===== config.mk =====
export PLATFORM = sky130hd
export DESIGN_NAME = rwc_sysctl
export DESIGN_NICKNAME = d
export VERILOG_FILES = /design/src/core/rwc_pkg.sv /design/src/core/rwc_sysctl.sv
export SDC_FILE = /design/constraint.sdc
export NUM_CORES = 1
export LEC_CHECK = 0
export BUFFER_PORTS_ARGS = -buffer_cell sky130_fd_sc_hd__buf_2
export CORE_ASPECT_RATIO = 1.75
export CORE_UTILIZATION = 34
export DETAILED_ROUTE_END_ITERATION = 8
export SYNTH_ARGS = -nofsm -noshare
export SYNTH_HDL_FRONTEND = slang
export SYNTH_SLANG_ARGS = --single-unit

===== constraint.sdc =====
create_clock -name clk_in -period 8 [get_ports clk_in]
set_input_delay 1.6 -clock clk_in [delete_from_list [all_inputs] [get_ports clk_in]]
set_output_delay 1.6 -clock clk_in [all_outputs]
set_load 0.01 [all_outputs]

===== src/core/rwc_pkg.sv =====
package rwc_pkg;

    // ==========================================================
    // Clock and timing
    // ==========================================================
    localparam int unsigned CLK_HZ = 25_000_000;
    localparam int unsigned CLK_PER_US = CLK_HZ / 1_000_000;
    // Power-on hold-off before the first instruction, in microseconds.
    localparam int unsigned POR_HOLD_US = 20_000;
    localparam int unsigned POR_HOLD_CYC = POR_HOLD_US * CLK_PER_US;
    // Internal oscillator recovery, in low power oscillator periods.
    localparam logic [1:0] WAKE_LP_LAST = 2'h2;
    localparam logic [1:0] WDT_LIMIT = 2'h3;

    // ==========================================================
    // Register port
    // ==========================================================
    localparam int unsigned ADDR_W = 9;
    localparam logic [8:0] OFS_TMR_CLK = 9'h031;
    localparam logic [8:0] OFS_INTERNAL_OSCILLATOR_TRIM = 9'h034;
    localparam logic [8:0] OFS_LOW_POWER_OSCILLATOR_TRIM = 9'h036;
    localparam logic [8:0] OFS_WDT_CLEAR = 9'h0e3;
    localparam logic [8:0] OFS_SCR = 9'h0ff;
    localparam logic [8:0] OFS_OSCILLATOR_CONTROL_0 = 9'h1e0;
    localparam logic [7:0] WDT_CLEAR_ALL = 8'h38;

    // ==========================================================
    // Reset values and write masks
    // ==========================================================
    // Gain reset value is arbitrary; boot code loads the calibrated value.
    localparam logic [4:0] INTERNAL_OSCILLATOR_GAIN_RST = 5'h10;
    localparam logic [2:0] INTERNAL_OSCILLATOR_OFFSET_RST = 3'h0;
    localparam logic [7:0] LOW_POWER_OSCILLATOR_TRIM_RST = 8'h00;
    localparam logic [7:0] LOW_POWER_OSCILLATOR_TRIM_MASK = 8'hbf;
    localparam logic [7:0] TMR_CLK_RST = 8'h8f;
    localparam logic [7:0] OSCILLATOR_CONTROL_0_RST = 8'h08;
    localparam logic [7:0] OSCILLATOR_CONTROL_0_MASK = 8'h3f;
    localparam logic [15:0] RESET_VECTOR = 16'h0000;

    // ==========================================================
    // Field positions
    // ==========================================================
    localparam int unsigned SCR_GLOBAL_IRQ_ENABLE_STATUS = 7;
    localparam int unsigned SCR_WATCHDOG_RESET_FLAG = 5;
    localparam int unsigned SCR_POWER_ON_RESET_FLAG = 4;
    localparam int unsigned SCR_SLEEP = 3;
    localparam int unsigned SCR_STOP = 0;
    localparam int unsigned CAP_DIV_LSB = 6;
    localparam int unsigned CAP_SRC_LSB = 4;
    localparam int unsigned SLP_SEL_LSB = 3;
    localparam logic [1:0] CAP_SRC_INTERNAL_OSCILLATOR = 2'h0;
    localparam logic [1:0] CAP_SRC_LOW_POWER_OSCILLATOR = 2'h2;

    // Sleep timer terminal counts in low power oscillator ticks (32768 Hz).
    localparam logic [14:0] SLP_TERM_512HZ = 15'h003f;
    localparam logic [14:0] SLP_TERM_64HZ = 15'h01ff;
    localparam logic [14:0] SLP_TERM_8HZ = 15'h0fff;
    localparam logic [14:0] SLP_TERM_1HZ = 15'h7fff;

    // ==========================================================
    // Types
    // ==========================================================
    typedef enum logic [2:0] {
        CPU_BOOT,
        CPU_RUN,
        CPU_SLEEP,
        CPU_WAKE,
        CPU_STOP
    } rwc_cpu_t;

    typedef struct packed {
        logic lp_mode;
        logic [1:0] lp_bias;
        logic [3:0] lp_freq;
        logic [2:0] internal_oscillator_offset;
        logic [4:0] internal_oscillator_gain;
    } rwc_trim_t;

    typedef struct packed {
        rwc_cpu_t cpu;
        logic [7:0] internal_oscillator_trim;
        logic [7:0] low_power_oscillator_trim;
        logic [7:0] tmr_clk;
        logic [7:0] oscillator_control_0;
        logic watchdog_reset_flag;
        logic power_on_reset_flag;
        logic sleep;
        logic stop;
        logic [2:0] lp_sync;
        logic [14:0] slp_cnt;
        logic [1:0] wdt_cnt;
        logic wdt_en;
        logic clr_wdt;
        logic clr_slp;
        logic [19:0] hold_cnt;
        logic [1:0] wake_cnt;
        logic [2:0] cap_cnt;
        logic cap_tick;
        logic slp_irq;
        logic watchdog_reset_event;
        logic [7:0] rdata;
    } rwc_state_t;

endpackage


===== src/core/rwc_sysctl.sv =====
// Contract
// (RULE_01) Capture clock from fast or slow oscillator, divided
// (RULE_02) Offset trim bits add 7.5, 15, 30 kHz
// (RULE_03) Gain field scales each offset step size
// (RULE_04) Offset bits reset zero; gain loaded by boot
// (RULE_05) Low power bit selects reduced power slow oscillator
// (RULE_06) Software never writes bias trim pattern 10
// (RULE_07) Wake waits three slow oscillator periods
// (RULE_08) Any reset restores defaults, disables interrupts
// (RULE_09) After reset fetch from address zero
// (RULE_10) Power-on CPU clock is 24 MHz over eight
// (RULE_11) Hardware sets reset flags; software only clears
// (RULE_12) Status bit 7 mirrors global interrupt enable
// (RULE_13) Sleep bit sleeps CPU until interrupt pending
// (RULE_14) Stop bit halts CPU until reset
// (RULE_15) Power-on loads status register with 0x10
// (RULE_16) CPU held off 20 ms after power-on
// (RULE_17) Watchdog starts when power-on flag cleared
// (RULE_18) Sleep timer overflow raises sleep interrupt
// (RULE_19) Watchdog resets after three timer overflows
// (RULE_20) Clear write resets watchdog; 0x38 also timer
// (RULE_21) Sleep select picks 512, 64, 8, 1 Hz
// (RULE_22) Capture divider and source field encodings
// (RULE_23) Watchdog clears applied on slow oscillator ticks
`timescale 1ns/1ps
`default_nettype none

module rwc_sysctl #(
    parameter int unsigned POR_HOLD_CYCLES = rwc_pkg::POR_HOLD_CYC
) (
    // Clock and power-on reset
    input wire logic clk_in,
    input wire logic rstn_in,
    // Register port
    input wire logic [rwc_pkg::ADDR_W-1:0] reg_addr_in,
    input wire logic [7:0] reg_wdata_in,
    input wire logic reg_wr_in,
    input wire logic reg_rd_in,
    output logic [7:0] reg_rdata_out,
    // Oscillator pin and CPU status
    input wire logic low_power_oscillator_clk_in,
    input wire logic global_irq_enable_in,
    input wire logic irq_pending_in,
    // CPU control
    output logic cpu_hold_out,
    output logic cpu_reset_out,
    output logic irq_disable_out,
    output logic [15:0] reset_vector_out,
    output logic [2:0] cpu_speed_out,
    // Oscillators and timers
    output logic internal_oscillator_enable_out,
    output logic internal_oscillator_ready_out,
    output logic capture_timer_clock_out,
    output logic sleep_irq_out,
    output logic watchdog_reset_event_out,
    output rwc_pkg::rwc_trim_t trim_out
);
    import rwc_pkg::*;

    // ==========================================================
    // State
    // ==========================================================
    localparam rwc_state_t ST_POR = '{
        cpu: CPU_BOOT,
        internal_oscillator_trim: {INTERNAL_OSCILLATOR_OFFSET_RST, INTERNAL_OSCILLATOR_GAIN_RST},
        low_power_oscillator_trim: LOW_POWER_OSCILLATOR_TRIM_RST,
        tmr_clk: TMR_CLK_RST,
        oscillator_control_0: OSCILLATOR_CONTROL_0_RST,
        power_on_reset_flag: 1'b1,
        default: '0
    };
    localparam logic [19:0] HOLD_LAST = 20'(POR_HOLD_CYCLES - 1);

    rwc_state_t s_r;
    rwc_state_t s_nxt;
    logic lp_tick;
    logic slp_ovf;
    logic src_tick;
    logic [14:0] slp_term;
    logic [1:0] cap_src;
    logic [2:0] cap_last;

    // ==========================================================
    // Next state
    // ==========================================================
    always_comb begin
        s_nxt = s_r;
        s_nxt.cap_tick = 1'b0;
        s_nxt.slp_irq = 1'b0;
        s_nxt.watchdog_reset_event = 1'b0;
        s_nxt.rdata = 8'h00;

        // The first stage feeds only the second; edges are taken downstream.
        s_nxt.lp_sync = {s_r.lp_sync[1:0], low_power_oscillator_clk_in};
        lp_tick = s_r.lp_sync[1] & ~s_r.lp_sync[2];

        unique case (s_r.oscillator_control_0[SLP_SEL_LSB +: 2]) // [RULE_21]
            2'h0: slp_term = SLP_TERM_512HZ;
            2'h1: slp_term = SLP_TERM_64HZ;
            2'h2: slp_term = SLP_TERM_8HZ;
            2'h3: slp_term = SLP_TERM_1HZ;
        endcase

        // Capture clock: the system clock stands in for the fast oscillator,
        // which is stopped while the CPU sleeps.
        cap_src = s_r.tmr_clk[CAP_SRC_LSB +: 2];
        cap_last = {s_r.tmr_clk[CAP_DIV_LSB +: 2], 1'b1};
        src_tick = 1'b0;
        if (cap_src == CAP_SRC_INTERNAL_OSCILLATOR) begin // [RULE_22]
            src_tick = (s_r.cpu != CPU_SLEEP);
        end else if (cap_src == CAP_SRC_LOW_POWER_OSCILLATOR) begin
            src_tick = lp_tick;
        end
        if (src_tick) begin // [RULE_01]
            if (s_r.cap_cnt >= cap_last) begin
                s_nxt.cap_cnt = 3'h0;
                s_nxt.cap_tick = 1'b1;
            end else begin
                s_nxt.cap_cnt = s_r.cap_cnt + 3'h1;
            end
        end

        // Sleep timer and watchdog advance only on slow oscillator ticks.
        slp_ovf = 1'b0;
        if (lp_tick) begin
            if (s_r.clr_slp) begin // [RULE_23]
                s_nxt.slp_cnt = 15'h0000;
            end else if (s_r.slp_cnt >= slp_term) begin
                s_nxt.slp_cnt = 15'h0000;
                slp_ovf = 1'b1;
            end else begin
                s_nxt.slp_cnt = s_r.slp_cnt + 15'h0001;
            end
            if (s_r.clr_wdt) begin // [RULE_23]
                s_nxt.wdt_cnt = 2'h0;
            end else if (slp_ovf && s_r.wdt_en && s_r.wdt_cnt != WDT_LIMIT) begin // [RULE_19]
                s_nxt.wdt_cnt = s_r.wdt_cnt + 2'h1;
            end
            s_nxt.clr_wdt = 1'b0;
            s_nxt.clr_slp = 1'b0;
        end
        s_nxt.slp_irq = slp_ovf; // [RULE_18]

        // Once the power-on flag is clear the watchdog cannot be stopped.
        s_nxt.wdt_en = s_r.wdt_en | ~s_r.power_on_reset_flag; // [RULE_17]

        // Register reads, answered one cycle later.
        if (reg_rd_in) begin
            unique case (reg_addr_in)
                OFS_TMR_CLK: s_nxt.rdata = s_r.tmr_clk;
                OFS_INTERNAL_OSCILLATOR_TRIM: s_nxt.rdata = s_r.internal_oscillator_trim;
                OFS_LOW_POWER_OSCILLATOR_TRIM: s_nxt.rdata = s_r.low_power_oscillator_trim;
                OFS_OSCILLATOR_CONTROL_0: s_nxt.rdata = s_r.oscillator_control_0;
                OFS_SCR: begin
                    s_nxt.rdata[SCR_GLOBAL_IRQ_ENABLE_STATUS] = global_irq_enable_in; // [RULE_12]
                    s_nxt.rdata[SCR_WATCHDOG_RESET_FLAG] = s_r.watchdog_reset_flag;
                    s_nxt.rdata[SCR_POWER_ON_RESET_FLAG] = s_r.power_on_reset_flag;
                    s_nxt.rdata[SCR_SLEEP] = s_r.sleep;
                    s_nxt.rdata[SCR_STOP] = s_r.stop;
                end
                default: s_nxt.rdata = 8'h00;
            endcase
        end

        // Register writes.
        if (reg_wr_in) begin
            unique case (reg_addr_in)
                OFS_TMR_CLK: s_nxt.tmr_clk = reg_wdata_in; // [RULE_22]
                OFS_INTERNAL_OSCILLATOR_TRIM: s_nxt.internal_oscillator_trim = reg_wdata_in; // [RULE_02] [RULE_03]
                OFS_LOW_POWER_OSCILLATOR_TRIM: s_nxt.low_power_oscillator_trim = reg_wdata_in & LOW_POWER_OSCILLATOR_TRIM_MASK; // [RULE_05]
                OFS_OSCILLATOR_CONTROL_0: s_nxt.oscillator_control_0 = reg_wdata_in & OSCILLATOR_CONTROL_0_MASK;
                OFS_WDT_CLEAR: begin
                    // The clear waits for the next slow tick so both counters
                    // change on the same edge they count on.
                    s_nxt.clr_wdt = 1'b1; // [RULE_20]
                    if (reg_wdata_in == WDT_CLEAR_ALL) begin
                        s_nxt.clr_slp = 1'b1; // [RULE_20]
                    end
                end
                OFS_SCR: begin
                    s_nxt.watchdog_reset_flag = s_r.watchdog_reset_flag & reg_wdata_in[SCR_WATCHDOG_RESET_FLAG]; // [RULE_11]
                    s_nxt.power_on_reset_flag = s_r.power_on_reset_flag & reg_wdata_in[SCR_POWER_ON_RESET_FLAG]; // [RULE_11]
                    s_nxt.sleep = reg_wdata_in[SCR_SLEEP];
                    s_nxt.stop = reg_wdata_in[SCR_STOP];
                end
                default: ;
            endcase
        end

        // CPU run control.
        unique case (s_r.cpu)
            CPU_BOOT: begin
                s_nxt.hold_cnt = s_r.hold_cnt + 20'h00001;
                if (s_r.hold_cnt >= HOLD_LAST) begin // [RULE_16]
                    s_nxt.cpu = CPU_RUN;
                end
            end
            CPU_RUN: begin
                if (s_r.stop) begin
                    s_nxt.cpu = CPU_STOP; // [RULE_14]
                end else if (s_r.sleep) begin
                    s_nxt.cpu = CPU_SLEEP; // [RULE_13]
                end
            end
            CPU_SLEEP: begin
                if (irq_pending_in) begin // [RULE_13]
                    s_nxt.cpu = CPU_WAKE;
                    s_nxt.wake_cnt = 2'h0;
                end
            end
            CPU_WAKE: begin
                if (lp_tick) begin // [RULE_07]
                    if (s_r.wake_cnt == WAKE_LP_LAST) begin
                        s_nxt.cpu = CPU_RUN;
                        s_nxt.sleep = 1'b0;
                    end else begin
                        s_nxt.wake_cnt = s_r.wake_cnt + 2'h1;
                    end
                end
            end
            CPU_STOP: s_nxt.cpu = CPU_STOP; // [RULE_14]
        endcase

        // A watchdog reset restores every register and records its cause;
        // it overrides any write in the same cycle, so the flag set wins.
        if (s_r.wdt_en && s_r.wdt_cnt == WDT_LIMIT && !s_r.power_on_reset_flag) begin // [RULE_19] [RULE_17]
            s_nxt.watchdog_reset_event = 1'b1;
            s_nxt.cpu = CPU_RUN; // [RULE_09]
            s_nxt.internal_oscillator_trim = {INTERNAL_OSCILLATOR_OFFSET_RST, INTERNAL_OSCILLATOR_GAIN_RST}; // [RULE_08] [RULE_04]
            s_nxt.low_power_oscillator_trim = LOW_POWER_OSCILLATOR_TRIM_RST; // [RULE_08]
            s_nxt.tmr_clk = TMR_CLK_RST;
            s_nxt.oscillator_control_0 = OSCILLATOR_CONTROL_0_RST;
            s_nxt.sleep = 1'b0;
            s_nxt.stop = 1'b0;
            s_nxt.power_on_reset_flag = 1'b0;
            s_nxt.watchdog_reset_flag = 1'b1; // [RULE_11]
            s_nxt.wdt_cnt = 2'h0;
            s_nxt.clr_wdt = 1'b0;
            s_nxt.clr_slp = 1'b0;
            s_nxt.cap_cnt = 3'h0;
        end
    end

    // ==========================================================
    // Register stage
    // ==========================================================
    always_ff @(posedge clk_in or negedge rstn_in) begin
        if (!rstn_in) begin
            s_r <= ST_POR; // [RULE_15] [RULE_08] [RULE_04]
        end else begin
            s_r <= s_nxt;
        end
    end

    // ==========================================================
    // Outputs
    // ==========================================================
    assign reg_rdata_out = s_r.rdata;
    assign cpu_hold_out = (s_r.cpu != CPU_RUN);
    assign cpu_reset_out = (s_r.cpu == CPU_BOOT) | s_r.watchdog_reset_event; // [RULE_08]
    assign irq_disable_out = (s_r.cpu == CPU_BOOT) | s_r.watchdog_reset_event; // [RULE_08]
    assign reset_vector_out = RESET_VECTOR; // [RULE_09]
    assign cpu_speed_out = s_r.oscillator_control_0[2:0]; // [RULE_10]
    assign internal_oscillator_enable_out = (s_r.cpu != CPU_SLEEP);
    assign internal_oscillator_ready_out = (s_r.cpu != CPU_SLEEP) && (s_r.cpu != CPU_WAKE); // [RULE_07]
    assign capture_timer_clock_out = s_r.cap_tick;
    assign sleep_irq_out = s_r.slp_irq;
    assign watchdog_reset_event_out = s_r.watchdog_reset_event;
    assign trim_out.lp_mode = s_r.low_power_oscillator_trim[7]; // [RULE_05]
    assign trim_out.lp_bias = s_r.low_power_oscillator_trim[5:4];
    assign trim_out.lp_freq = s_r.low_power_oscillator_trim[3:0];
    assign trim_out.internal_oscillator_offset = s_r.internal_oscillator_trim[7:5]; // [RULE_02]
    assign trim_out.internal_oscillator_gain = s_r.internal_oscillator_trim[4:0]; // [RULE_03]

endmodule

`default_nettype wire


# Yosys cells after proc, flatten, opt, wreduce, memory -nomap -nowiden
# Index checks and enable logic that the tools add are counted.
dict set report word_totals {
  reg_bits 98
  latch_bits 0
  ramBits 0
  mem_bits_ro 0
  output_inout_bits 50
  word_cells 143
  mem_count 0
}
dict set report op_classes {
  addsub 5
  mul 0
  div 0
  magnitude_cmp 3
  n_eq_ne 29
  shift 0
  n_mux 50
  bitwise_logic 7
  reduce_logical 27
}
# cell count
set op_table {}
lappend op_table {{$pmux W15 S4} 1}
lappend op_table {{$mux W8} 5}
lappend op_table {{$mux W39} 1}
lappend op_table {{$mux W36} 1}
lappend op_table {{$mux W15} 2}
lappend op_table {{$pmux W3 S5} 2}
lappend op_table {{$eq A9 B6 Y1 const B} 3}
lappend op_table {{$mux W3} 8}
lappend op_table {{$mux W2} 11}
lappend op_table {{$add A20 B1 Y20 const B} 1}
lappend op_table {{$ge A20 B19 Y1 const B} 1}
lappend op_table {{$eq A9 B8 Y1 const B} 2}
lappend op_table {{$reduce_bool A2 Y1} 9}
lappend op_table {{$add A15 B1 Y15 const B} 1}
lappend op_table {{$ge A15 B15 Y1} 1}
lappend op_table {{$mux W1} 12}
lappend op_table {{$ne A3 B3 Y1 const B} 4}
lappend op_table {{$reduce_and A2 Y1} 6}
lappend op_table {{$eq A2 B2 Y1 const B} 5}
lappend op_table {{$pmux W1 S5} 2}
lappend op_table {{$eq A9 B9 Y1 const B} 1}
lappend op_table {{$eq A8 B6 Y1 const B} 1}
lappend op_table {{$mux W4} 2}
lappend op_table {{$ne A2 B2 Y1 const B} 4}
lappend op_table {{other kinds (23)} 35}

# Longest topological paths before layout
# Gate-level depths: netlist of run 1.
dict set report depth {
  word_depth 12
  mapped_depth 9
  depth_no_buf 8
}

# Worst setup path before layout of run 1
# OpenSTA, ideal clock, no wires.
dict set report synth_timing {
  path_type {input to register}
  start {input port reg_addr_in[3] (netlist name)}
  end {register s_r (netlist bit cpu_speed_out[0])}
  setup_ns 0.132
  arrival_ns 3.204
  required_time_ns 7.868
  slack_ns 4.664
  path_stages 6
  path_cell_list {or3_1 > nor3_1 > and2_1 > clkbuf_1 > mux2i_1 > nor2_1}
}
dict set report synth_between {
  elab_chain_cells 3
}
# element line_no
set synth_rtl {}
lappend synth_rtl {{start: declaration} rwc_sysctl.sv:35} ;# input wire logic [rwc_pkg::ADDR_W-1:0] reg_addr_in,
lappend synth_rtl {{$eq A9 B9 Y1} rwc_sysctl.sv:167} ;# unique case (reg_addr_in)
lappend synth_rtl {{$reduce_bool A2 Y1 (no source line)} n/a}
lappend synth_rtl {{$reduce_and A2 Y1 (no source line)} n/a}
lappend synth_rtl {{end signal: assignment} rwc_sysctl.sv:251} ;# s_r <= s_nxt;
lappend synth_rtl {{end: declaration} rwc_sysctl.sv:74} ;# rwc_state_t s_r;
# No other way between the ends.
# A chain may end at the register's enable or synchronous reset.

# Final worst setup path of run 1
dict set report layout_timing {
  start {input port reg_addr_in[7] (netlist name)}
  end {register s_r (netlist bit trim_out[11])}
}
dict set report layout_between {
  elab_chain_cells 3
}
# element line_no
set layout_rtl {}
lappend layout_rtl {{$eq A9 B6 Y1} rwc_sysctl.sv:167}
lappend layout_rtl {{$reduce_bool A2 Y1 (no source line)} n/a}
lappend layout_rtl {{$reduce_and A2 Y1 (no source line)} n/a}
# No other way between the ends.

==> out/results.md, run 1 <==
| Item | Value |
| --- | --- |
| Type of element launching the critical path | input port |
| Clock tree from TritonCTS | yes |
| Critical path start-end classification | in -> reg |
| Maximum frequency from static timing analysis | 304 MHz |
| Num rows | 58 |
| Max-slew violation count | 0 |
| Setup repair after global routing missed its margin | no |
| Fraction of registers with async set or reset after synthesis | 100% |
| Clock transition at path regs | 0.07 ns |
| DR pass1 iterations | 5 |
| Number of instances in the synthesized netlist | 538 |
| Run status | finished clean |
| Count of distinct cell types in the synthesized netlist | 53 |
| Remaining global-route overflow | 0 |
| Post-synth top area share | 42.9% |
| Area of the core region | 14400 um2 |
| Worst slack, placed | 4.40 ns |
| Final period utilization | 41.1% |
| Cts bufs inserted | 9 |
| Maximum net fanout on the critical path | 9 |
| Pwr per Cell Area | 227 nW/um2 |
| Final-layout setup total negative slack | 0 ns |
| Arrival time reported for the critical path endpoint | 3.52 ns |
| Synth area leader | sky130_fd_sc_hd__dfrtp_1 |
| Global placer's final weighted congestion | 0.867 |
| Post-cts hold buffer count | 0 |
| Routed length per instance | 16.7 um |
| Slew @ Worst Pin | 0.956 ns |
| Final period demand of the worst path | 3.29 ns |
| Top cells by count, synth | sky130_fd_sc_hd__dfrtp_1, sky130_fd_sc_hd__nand2_1, sky130_fd_sc_hd__buf_4 |
| Final wirelength | 12500 um |
| Post-synthesis instance area | 5070 um2 |
| Violation count after the first detailed-routing iteration | 282 |
| Master cell of the clock root buffer | sky130_fd_sc_hd__clkbuf_16 |
| Vias after detailed routing | 3995 |
| Class of the most critical hold timing path | reg -> reg |
| Area of all sequential standard cells | 2390 um2 |
| Static leakage | 2.60 nW |
| Most frequent cell after synthesis | sky130_fd_sc_hd__dfrtp_1 |
| Buffer count from post-CTS setup fixing | 0 |
| Overall fraction of global-route tracks in use | 17.3% |
| DRT antenna net count | 0 |
| Y dimension of the die | 164 um |
| Clock latency of the later-clocked register in the worst-skew pair | 0.35 ns |
| Worst vdd rail ir drop | 0.000130 V |
| Slack of the worst reg-to-reg path | 4.98 ns |
| Slack of the critical path | 4.71 ns |
| Antenna diode count | 0 |
| Number of enable-type register cells in the synthesized netlist | 0 |
| # IOs | 74 |
| Cell types occupying the most area after synthesis | sky130_fd_sc_hd__dfrtp_1, sky130_fd_sc_hd__buf_4, sky130_fd_sc_hd__nand2_1 |
| Multi-input gate area | 2280 um2 |
| Number of violations of the max-capacitance limit | 0 |
| Quantity of I/O buffers inserted on ports | 57 |
| Number of buffers between clock root and the deepest sink | 2 |
| Post-synthesis sequential area ratio | 47.1% |
| Mapped Avg Cell Area | 9.43 um2 |
| Growth of design area from synthesis to finish | 10.8% |
| Number of hold-slack violations in the final timing report | 0 |
| Post-route DRC | 0 |
| Global-route wire length before repair | 20400 um |
| Post-cts resize count | 0 |
| Most used DFF post-synth | sky130_fd_sc_hd__dfrtp_1 |
| Fraction of final layout cells with drive strength greater than 1 | 17.8% |
| Num Clock Sinks | 95 |
| Overall power after layout | 1.27 mW |
| Number of antenna violations at the first check in global routing | 0 |
| Setup violation total in the final timing report | 0 |
| Fillers | 1412 |
| Pin count of the biggest net entering global routing | 75 |
| Register bit count reported by yosys | 95 |
| Via-to-Cell Ratio | 5.34 |
| Number of nets in the layout | 600 |
| Capturing element type of the critical path | register |
| Max_slew headroom | 36.3% |
| Number of global-route vias before repair | 4003 |
| Floorplan die width | 94.3 um |
| Data required time at the worst endpoint | 8.23 ns |
| Final setup skew | 0.00519 ns |
| Number of H-tree branching levels | 3 |
| Detail Placement HPWL | 9080 um |
| Yosys warns | 0 |
| Initial Util | 35.1% |
| Die Outline Area | 15400 um2 |
==> power breakdown <==
group	switching, mW	total [mW]	internal [mW]
combinational	0.107	0.190	0.0838
clock	0.194	0.510	0.316
sequential	0.0504	0.574	0.524
==> critical path: stages <==
cell and delay (ns):
sky130_fd_sc_hd__buf_2 0.11, sky130_fd_sc_hd__nor4b_1 0.29, sky130_fd_sc_hd__nand2_1 0.13, sky130_fd_sc_hd__nor2_1 0.52, sky130_fd_sc_hd__nand3_1 0.52, sky130_fd_sc_hd__mux2i_1 0.29, sky130_fd_sc_hd__nor2_1 0.06
==> logic make-up (layout without fill, tap and decap cells) <==
logic type	Yosys count	after routing	synth area share (%)
flip-flops	95	95	47.1
other	1	16	0.0739
AND/OR/NAND/NOR	220	220	21.0
multiplexers	21	21	4.29
AO/OA/AOI/OAI	93	93	11.8
XOR/XNOR	20	20	3.45
adder cells (fa/ha/maj)	13	13	3.21
buffers and inverters	75	90	9.15
==> layout make-up <==
cell class,instances,share of cell area [%]
Sequential cell,95,42.5
Multi-Input combinational cell,383,40.5
Timing Repair Buffer,64,6.05
Clock buffer,10,4.25
Tap cell,180,4.01
Clock inverter,6,2.05
Inverter,10,0.668
==> state kept, by name (all words and copies together) (netlist names) <==
register and cells:
cap_src 2, reg_rdata_out 8, capture_timer_clock_out 1, trim_out 15, cpu_speed_out 3, s_r 60, s_nxt 2, watchdog_reset_event_out 1
sleep_irq_out 1, cap_last 2
==> per-layer routing <==
metal  GRT usage [%]  vias to the layer above  wire [um]
met1            18.2                     1954       4600
met4            8.81                        0        436
met5               0                        -          0
met3            2.56                       30        488
li1                -                     1884          -
met2            32.5                      127       6950
==> final timing paths <==
| path | start | to | depth (start not counted) |
|---|---|---|---|
| setup / recovery | reg_addr_in[7] | trim_out[11] | 7 |
| hold / removal | s_nxt[57] | s_nxt[58] | 0 |
| setup reg to reg | s_r[66] | s_r[50] | 8 |
| hold reg to reg | s_nxt[57] | s_nxt[58] | 0 |
| max in group asynchronous | rstn_in | s_nxt[57] | 2 |
| min in group asynchronous | rstn_in | s_r[11] | 1 |
==> metrics by stage <==
stage                     cells  hold WS (ns)  utilization [%]  area [um2]
after floorplan             553         0.331                -        5130
after global placement      732         0.334             36.5        5270
after detailed placement    732         0.336             36.5        5270
after CTS                   748         0.352             38.9        5620
after global routing        748         0.362             38.9        5620
final                       748         0.348             38.9        5620
==> cell usage in the layout (no fill, tap or decap), types with 6 or more instances in the layout <==
cell	n
sky130_fd_sc_hd__and2_1	6
sky130_fd_sc_hd__nor2_1	43
sky130_fd_sc_hd__nand3_1	41
sky130_fd_sc_hd__inv_1	10
sky130_fd_sc_hd__dfrtp_1	87
sky130_fd_sc_hd__xor2_1	6
sky130_fd_sc_hd__nor3_1	9
sky130_fd_sc_hd__a31oi_1	17
sky130_fd_sc_hd__nand2_1	75
sky130_fd_sc_hd__dfstp_2	8
sky130_fd_sc_hd__buf_2	56
sky130_fd_sc_hd__o21ai_0	11
sky130_fd_sc_hd__mux2i_1	15
sky130_fd_sc_hd__a21oi_1	31
sky130_fd_sc_hd__a22oi_1	7
sky130_fd_sc_hd__nand2b_1	8
sky130_fd_sc_hd__conb_1	16
sky130_fd_sc_hd__ha_1	13
sky130_fd_sc_hd__clkbuf_16	9
sky130_fd_sc_hd__buf_4	8
sky130_fd_sc_hd__xnor2_1	14
sky130_fd_sc_hd__nand4_1	7
sky130_fd_sc_hd__mux2_2	6
Note: power is estimated with default switching activity, not from simulation.
==> run 2: changes to the inputs <==
==> constraint.sdc (replaced) <==
create_clock -name clk_in -period 2.9 [get_ports clk_in]
set_input_delay 0.58 -clock clk_in [delete_from_list [all_inputs] [get_ports clk_in]]
set_output_delay 0.58 -clock clk_in [all_outputs]
set_load 0.01 [all_outputs]
==> out/results.md, run 2 (synthesized netlist as in run 1, its figures left out) <==
| Item | Value |
| --- | --- |
| Overall power after layout | 3.23 mW |
| Number of hold-slack violations in the final timing report | 0 |
| Slack of the worst reg-to-reg path | 0.14 ns |
| Clock tree from TritonCTS | yes |
| Routed length per instance | 15.9 um |
| Net switching component of the power | 0.952 mW |
| Worst-path cell with the longest stage delay | sky130_fd_sc_hd__or4b_2 |
| Detail Placement HPWL | 8720 um |
| Cell class contributing the biggest share of worst-path delay | simple AND/OR/NAND/NOR gates |
| Initial Util | 35.1% |
| Slack of the critical path | 0.135 ns |
| Setup repair after global routing missed its margin | no |
| CP Buf/Inv Count | 0 |
| Max-slew violation count | 0 |
| Class of the most critical hold timing path | in -> async |
| Clock network fraction of total power | 34.5% |
| Quantity of I/O buffers inserted on ports | 57 |
| Clock transition at path regs | 0.07 ns |
| Final wirelength | 12000 um |
| Cts bufs inserted | 9 |
| Num rows | 58 |
| Via-to-Cell Ratio | 5.37 |
| Fraction of final layout cells with drive strength greater than 1 | 19.4% |
| Worst vdd rail ir drop | 0.000343 V |
| DR pass1 iterations | 5 |
| Power share of the combinational group | 16.9% |
| Number of violations of the max-capacitance limit | 0 |
| # IOs | 74 |
| Number of H-tree branching levels | 3 |
| Area of all placed cells without fillers | 5640 um2 |
| Post-cts hold buffer count | 0 |
| Switching share of power | 29.5% |
| Clock latency of the later-clocked register in the worst-skew pair | 0.34 ns |
| Pwr per Cell Area | 572 nW/um2 |
| Worst slack, placed | 0.0443 ns |
| Number of global-route vias before repair | 3951 |
| Critical path, cell by cell | nand2_2, ha_1, and4_1, o311ai_0, a311o_1, and2_1, or4b_2, a31oi_1 |
| Remaining global-route overflow | 0 |
| Critical R2R Launch | s_r[66] |
| Slew @ Worst Pin | 0.739 ns |
| Crit path largest cell delay | 0.64 ns |
| Static leakage | 2.62 nW |
| Fraction of the core area covered by cells at the end of the flow | 39.1% |
| Depth of the worst register-to-register path | 8 |
| Antenna diode count | 0 |
| Post-route insts no fill | 758 |
| Worst hold-check slack | 0.188 ns |
| Type of element launching the critical path | register |
| Master cell of the clock root buffer | sky130_fd_sc_hd__clkbuf_16 |
| Final setup skew | 0.00589 ns |
| Critical path start-end classification | reg -> reg |
| Post-route DRC | 0 |
| Setup violation total in the final timing report | 0 |
| Final period utilization | 95.3% |
| Number of buffers between clock root and the deepest sink | 2 |
| Global placer's final weighted congestion | 0.788 |
| Max_slew headroom | 50.7% |
| Num Clock Sinks | 95 |
| Die Outline Area | 15400 um2 |
| Most frequent standard cell in the layout excluding fill and tap cells | sky130_fd_sc_hd__dfrtp_1 |
| DRT antenna net count | 0 |
| Growth of design area from synthesis to finish | 11.2% |
| Maximum net fanout on the critical path | 5 |
| Area of the core region | 14400 um2 |
| Number of antenna violations at the first check in global routing | 0 |
| Run status | finished clean |
| Number of cells after detailed placement | 741 |
| Internal Dissipation | 2.27 mW |
| Overall fraction of global-route tracks in use | 16.4% |
| Number of nets in the layout | 610 |
| Capturing element type of the critical path | register |
| Proportion of power drawn by flip-flops and latches | 48.5% |
| Global-route wire length before repair | 19500 um |
| Y dimension of the die | 164 um |
| Biggest register | s_r |
| Final period demand of the worst path | 2.76 ns |
| Vias after detailed routing | 4070 |
| Placed inst area | 5350 um2 |
| Violation count after the first detailed-routing iteration | 279 |
| Endpoint of the worst register-to-register path | s_r[40] |
| Pin count of the biggest net entering global routing | 61 |
| Most frequent cells in the layout | sky130_fd_sc_hd__dfrtp_1, sky130_fd_sc_hd__nand2_1, sky130_fd_sc_hd__buf_2 |
| Maximum frequency from static timing analysis | 362 MHz |
| Arrival time reported for the critical path endpoint | 3.02 ns |
| Fillers | 1407 |
| Max reg flops | 60 |
| Floorplan die width | 94.3 um |
| Final-layout setup total negative slack | 0 ns |
| Data required time at the worst endpoint | 3.15 ns |
## run 2: timing repair
action                                  4_1_cts  5_1_grt
gates resized for setup                       0        2
endpoints found under the setup margin        0        1
setup buffers                                 0        1
## run 2: worst max path at each step
stage               startpoint      end  slack, ns  depth (start not counted)
floorplan              s_r[66]  s_r[40]       0.26                          8
global placement       s_r[66]  s_r[40]       0.13                          8
detailed placement     s_r[66]  s_r[40]       0.04                          8
CTS                    s_r[66]  s_r[40]       0.03                          8
global route           s_r[66]  s_r[40]       0.03                          8
finish                 s_r[66]  s_r[40]       0.14                          8
## run 2: metal layers
| metal | GRT usage (%) | wire length [um] | vias up |
|---|---|---|---|
| met5 | 0 | 0 | - |
| met4 | 8.74 | 454 | 0 |
| met3 | 2.61 | 479 | 27 |
| met2 | 30.1 | 6580 | 141 |
| met1 | 17.4 | 4530 | 2001 |
| li1 | - | - | 1901 |
## run 2: layout make-up
| type | instances | area, um2 | share of cell area, % |
|---|---|---|---|
| Multi-Input combinational cell | 383 | 2290 | 40.6 |
| Timing Repair Buffer | 74 | 428 | 7.58 |
| Clock inverter | 6 | 43.8 | 0.776 |
| Clock buffer | 10 | 229 | 4.06 |
| Inverter | 10 | 37.5 | 0.665 |
| Tap cell | 180 | 225 | 3.99 |
| Sequential cell | 95 | 2390 | 42.3 |
## run 2: power by group through the flow
stage	combinational [mW]	sequential, mW	clock (mW)
3_3_place_gp	0.529	1.58	0
2_1_floorplan	0.429	1.55	0
5_1_grt	0.625	1.58	1.19
3_5_place_dp	0.550	1.59	0
6_report	0.546	1.57	1.11
4_1_cts	0.553	1.56	1.14
==> run 3: changes to the inputs <==
--- a/config.mk
+++ b/config.mk
@@ -7,6 +7,7 @@
 export LEC_CHECK = 0
 export BUFFER_PORTS_ARGS = -buffer_cell sky130_fd_sc_hd__buf_2
 export CORE_ASPECT_RATIO = 1.75
+export CORE_MARGIN = 3
 export CORE_UTILIZATION = 34
 export DETAILED_ROUTE_END_ITERATION = 8
 export SYNTH_ARGS = -nofsm -noshare
==> out/results.md, run 3 (synthesized netlist as in run 1, its figures left out) <==
| Item | Value |
| --- | --- |
| Run status | finished clean |
| Number of violations of the max-capacitance limit | 0 |
| Switching share of power | 29.6% |
| Slack of the critical path | 0.116 ns |
| Violation count after the first detailed-routing iteration | 237 |
| Number of H-tree branching levels | 3 |
| Capturing instance or port of the critical path | s_r[40] |
| Fillers | 1455 |
| Master cell of the clock root buffer | sky130_fd_sc_hd__clkbuf_16 |
| Antenna diode count | 0 |
| Net switching component of the power | 0.959 mW |
| Via-to-Cell Ratio | 5.33 |
| Setup violation total in the final timing report | 0 |
| Data required time at the worst endpoint | 3.16 ns |
| Critical path start-end classification | reg -> reg |
| Final wirelength | 12100 um |
| Static leakage | 2.63 nW |
| Clock network fraction of total power | 34.9% |
| Most frequent standard cell in the layout excluding fill and tap cells | sky130_fd_sc_hd__dfrtp_1 |
| Quantity of I/O buffers inserted on ports | 57 |
| Final-layout setup total negative slack | 0 ns |
| Global-route wire length before repair | 19700 um |
| Setup repair after global routing missed its margin | no |
| Power share of the combinational group | 16.8% |
| Proportion of power drawn by flip-flops and latches | 48.3% |
| Growth of design area from synthesis to finish | 11.7% |
| Number of buffers between clock root and the deepest sink | 2 |
| Arrival time reported for the critical path endpoint | 3.04 ns |
| Cts bufs inserted | 9 |
| Pwr per Cell Area | 572 nW/um2 |
| Most frequent cells in the layout | sky130_fd_sc_hd__dfrtp_1, sky130_fd_sc_hd__nand2_1, sky130_fd_sc_hd__buf_2 |
| Y dimension of the die | 168 um |
| Startpoint of the most critical setup path | s_r[66] |
| Depth of the worst register-to-register path | 8 |
| Floorplan die width | 98.3 um |
| Number of antenna violations at the first check in global routing | 0 |
| Number of hold-slack violations in the final timing report | 0 |
| GRT met1 Usage | 15.3% |
| Num rows | 58 |
| Placed inst area | 5360 um2 |
| DRT antenna net count | 0 |
| Die Outline Area | 16500 um2 |
| Max reg flops | 60 |
| Area of all placed cells without fillers | 5660 um2 |
| Clock transition at path regs | 0.07 ns |
| Busiest layer in global routing | met2 |
| Final period demand of the worst path | 2.78 ns |
| Number of global-route vias before repair | 4020 |
| Number of nets in the layout | 612 |
| Area of the core region | 14500 um2 |
| Critical R2R Launch | s_r[66] |
| Initial Util | 34.9% |
| Slew @ Worst Pin | 0.790 ns |
| Class of the most critical hold timing path | in -> async |
| Max-slew violation count | 0 |
| Routed length per instance | 15.9 um |
| Capturing element type of the critical path | register |
| Worst slack, placed | 0.0591 ns |
| Num Clock Sinks | 95 |
| # IOs | 74 |
| Final period utilization | 96.0% |
| Fraction of final layout cells with drive strength greater than 1 | 19.8% |
| Slack of the worst reg-to-reg path | 0.12 ns |
| Maximum net fanout on the critical path | 5 |
| Max_slew headroom | 46.8% |
| Post-cts hold buffer count | 0 |
| Overall fraction of global-route tracks in use | 14.6% |
| Type of element launching the critical path | register |
| Clock tree from TritonCTS | yes |
| Pin count of the biggest net entering global routing | 58 |
| Vias after detailed routing | 4052 |
| Area of all sequential standard cells | 2390 um2 |
| Post-route DRC | 0 |
| Internal Dissipation | 2.28 mW |
| Maximum frequency from static timing analysis | 359 MHz |
| Final setup skew | 0.00638 ns |
| Detail Placement HPWL | 8870 um |
| Met3 track demand over resource | 2.25% |
| Worst vdd rail ir drop | 0.000288 V |
| Endpoint of the worst register-to-register path | s_r[40] |
| Remaining global-route overflow | 0 |
| Global placer's final weighted congestion | 0.823 |
| Met2 routing resource usage after global routing | 27.6% |
| Clock latency of the later-clocked register in the worst-skew pair | 0.34 ns |
| DR pass1 iterations | 4 |
| Biggest register | s_r |
| Multi-input gate area | 2290 um2 |
==> run 3: power by group through the flow <==
stage	clock network [mW]	logic, mW	registers [mW]
final	1.13	0.544	1.56
after CTS	1.16	0.551	1.56
after floorplan	0	0.429	1.55
after global routing	1.21	0.619	1.58
after detailed placement	0	0.550	1.59
after global placement	0	0.530	1.58
==> run 3: repair_timing <==
action	in CTS	in global routing
resized for setup	0	2
setup endpoints to repair	0	10
buffers inserted	0	2
==> run 3: how the worst min path moves through the flow <==
stage | end | cells past startpoint | startpoint | slack (ns)
6_report | cap_last[1] | 1 | rstn_in | 0.20
5_1_grt | cap_last[1] | 1 | rstn_in | 0.23
4_1_cts | cap_last[1] | 1 | rstn_in | 0.22
3_5_place_dp | s_nxt[58] | 0 | s_nxt[57] | 0.35
3_3_place_gp | s_nxt[58] | 0 | s_nxt[57] | 0.34
2_1_floorplan | cap_last[1] | 0 | rstn_in | 0.28
==> run 3: cell type report <==
type / instances / share of cell area, %
clock buffer: 9 / 3.98
clock inverter: 7 / 0.950
inverter: 10 / 0.663
multi-input combinational: 383 / 40.5
sequential: 95 / 42.1
tap: 180 / 3.98
timing repair buffer: 76 / 7.82
==> run 3: metrics by stage <==
stage                     hold slack [ns]  power (mW)  std cells  utilization, %
final                               0.198        3.24        760            39.0
after global routing                0.231        3.41        760            39.0
after CTS                           0.219        3.27        758            38.8
after detailed placement            0.347        2.14        742            36.9
after global placement              0.336        2.11        742            36.9
after floorplan                     0.284        1.98        553               -
==> run 3: per-layer routing <==
metal  share of wire [%]  vias to the layer above
met5                   0                        -
met4                 3.5                        0
met3                 4.2                       26
met2                  55                      133
met1                  37                     1984
li1                    -                     1909
==> run 3: critical path: stages, from the launching register on <==
cell and delay, ns:
sky130_fd_sc_hd__dfstp_2 0.56, sky130_fd_sc_hd__nand2_2 0.10, sky130_fd_sc_hd__ha_1 0.31, sky130_fd_sc_hd__and4_1 0.22
sky130_fd_sc_hd__o311ai_0 0.13, sky130_fd_sc_hd__a311o_1 0.36, sky130_fd_sc_hd__and2_1 0.19, sky130_fd_sc_hd__or4b_2 0.64
sky130_fd_sc_hd__a31oi_1 0.19
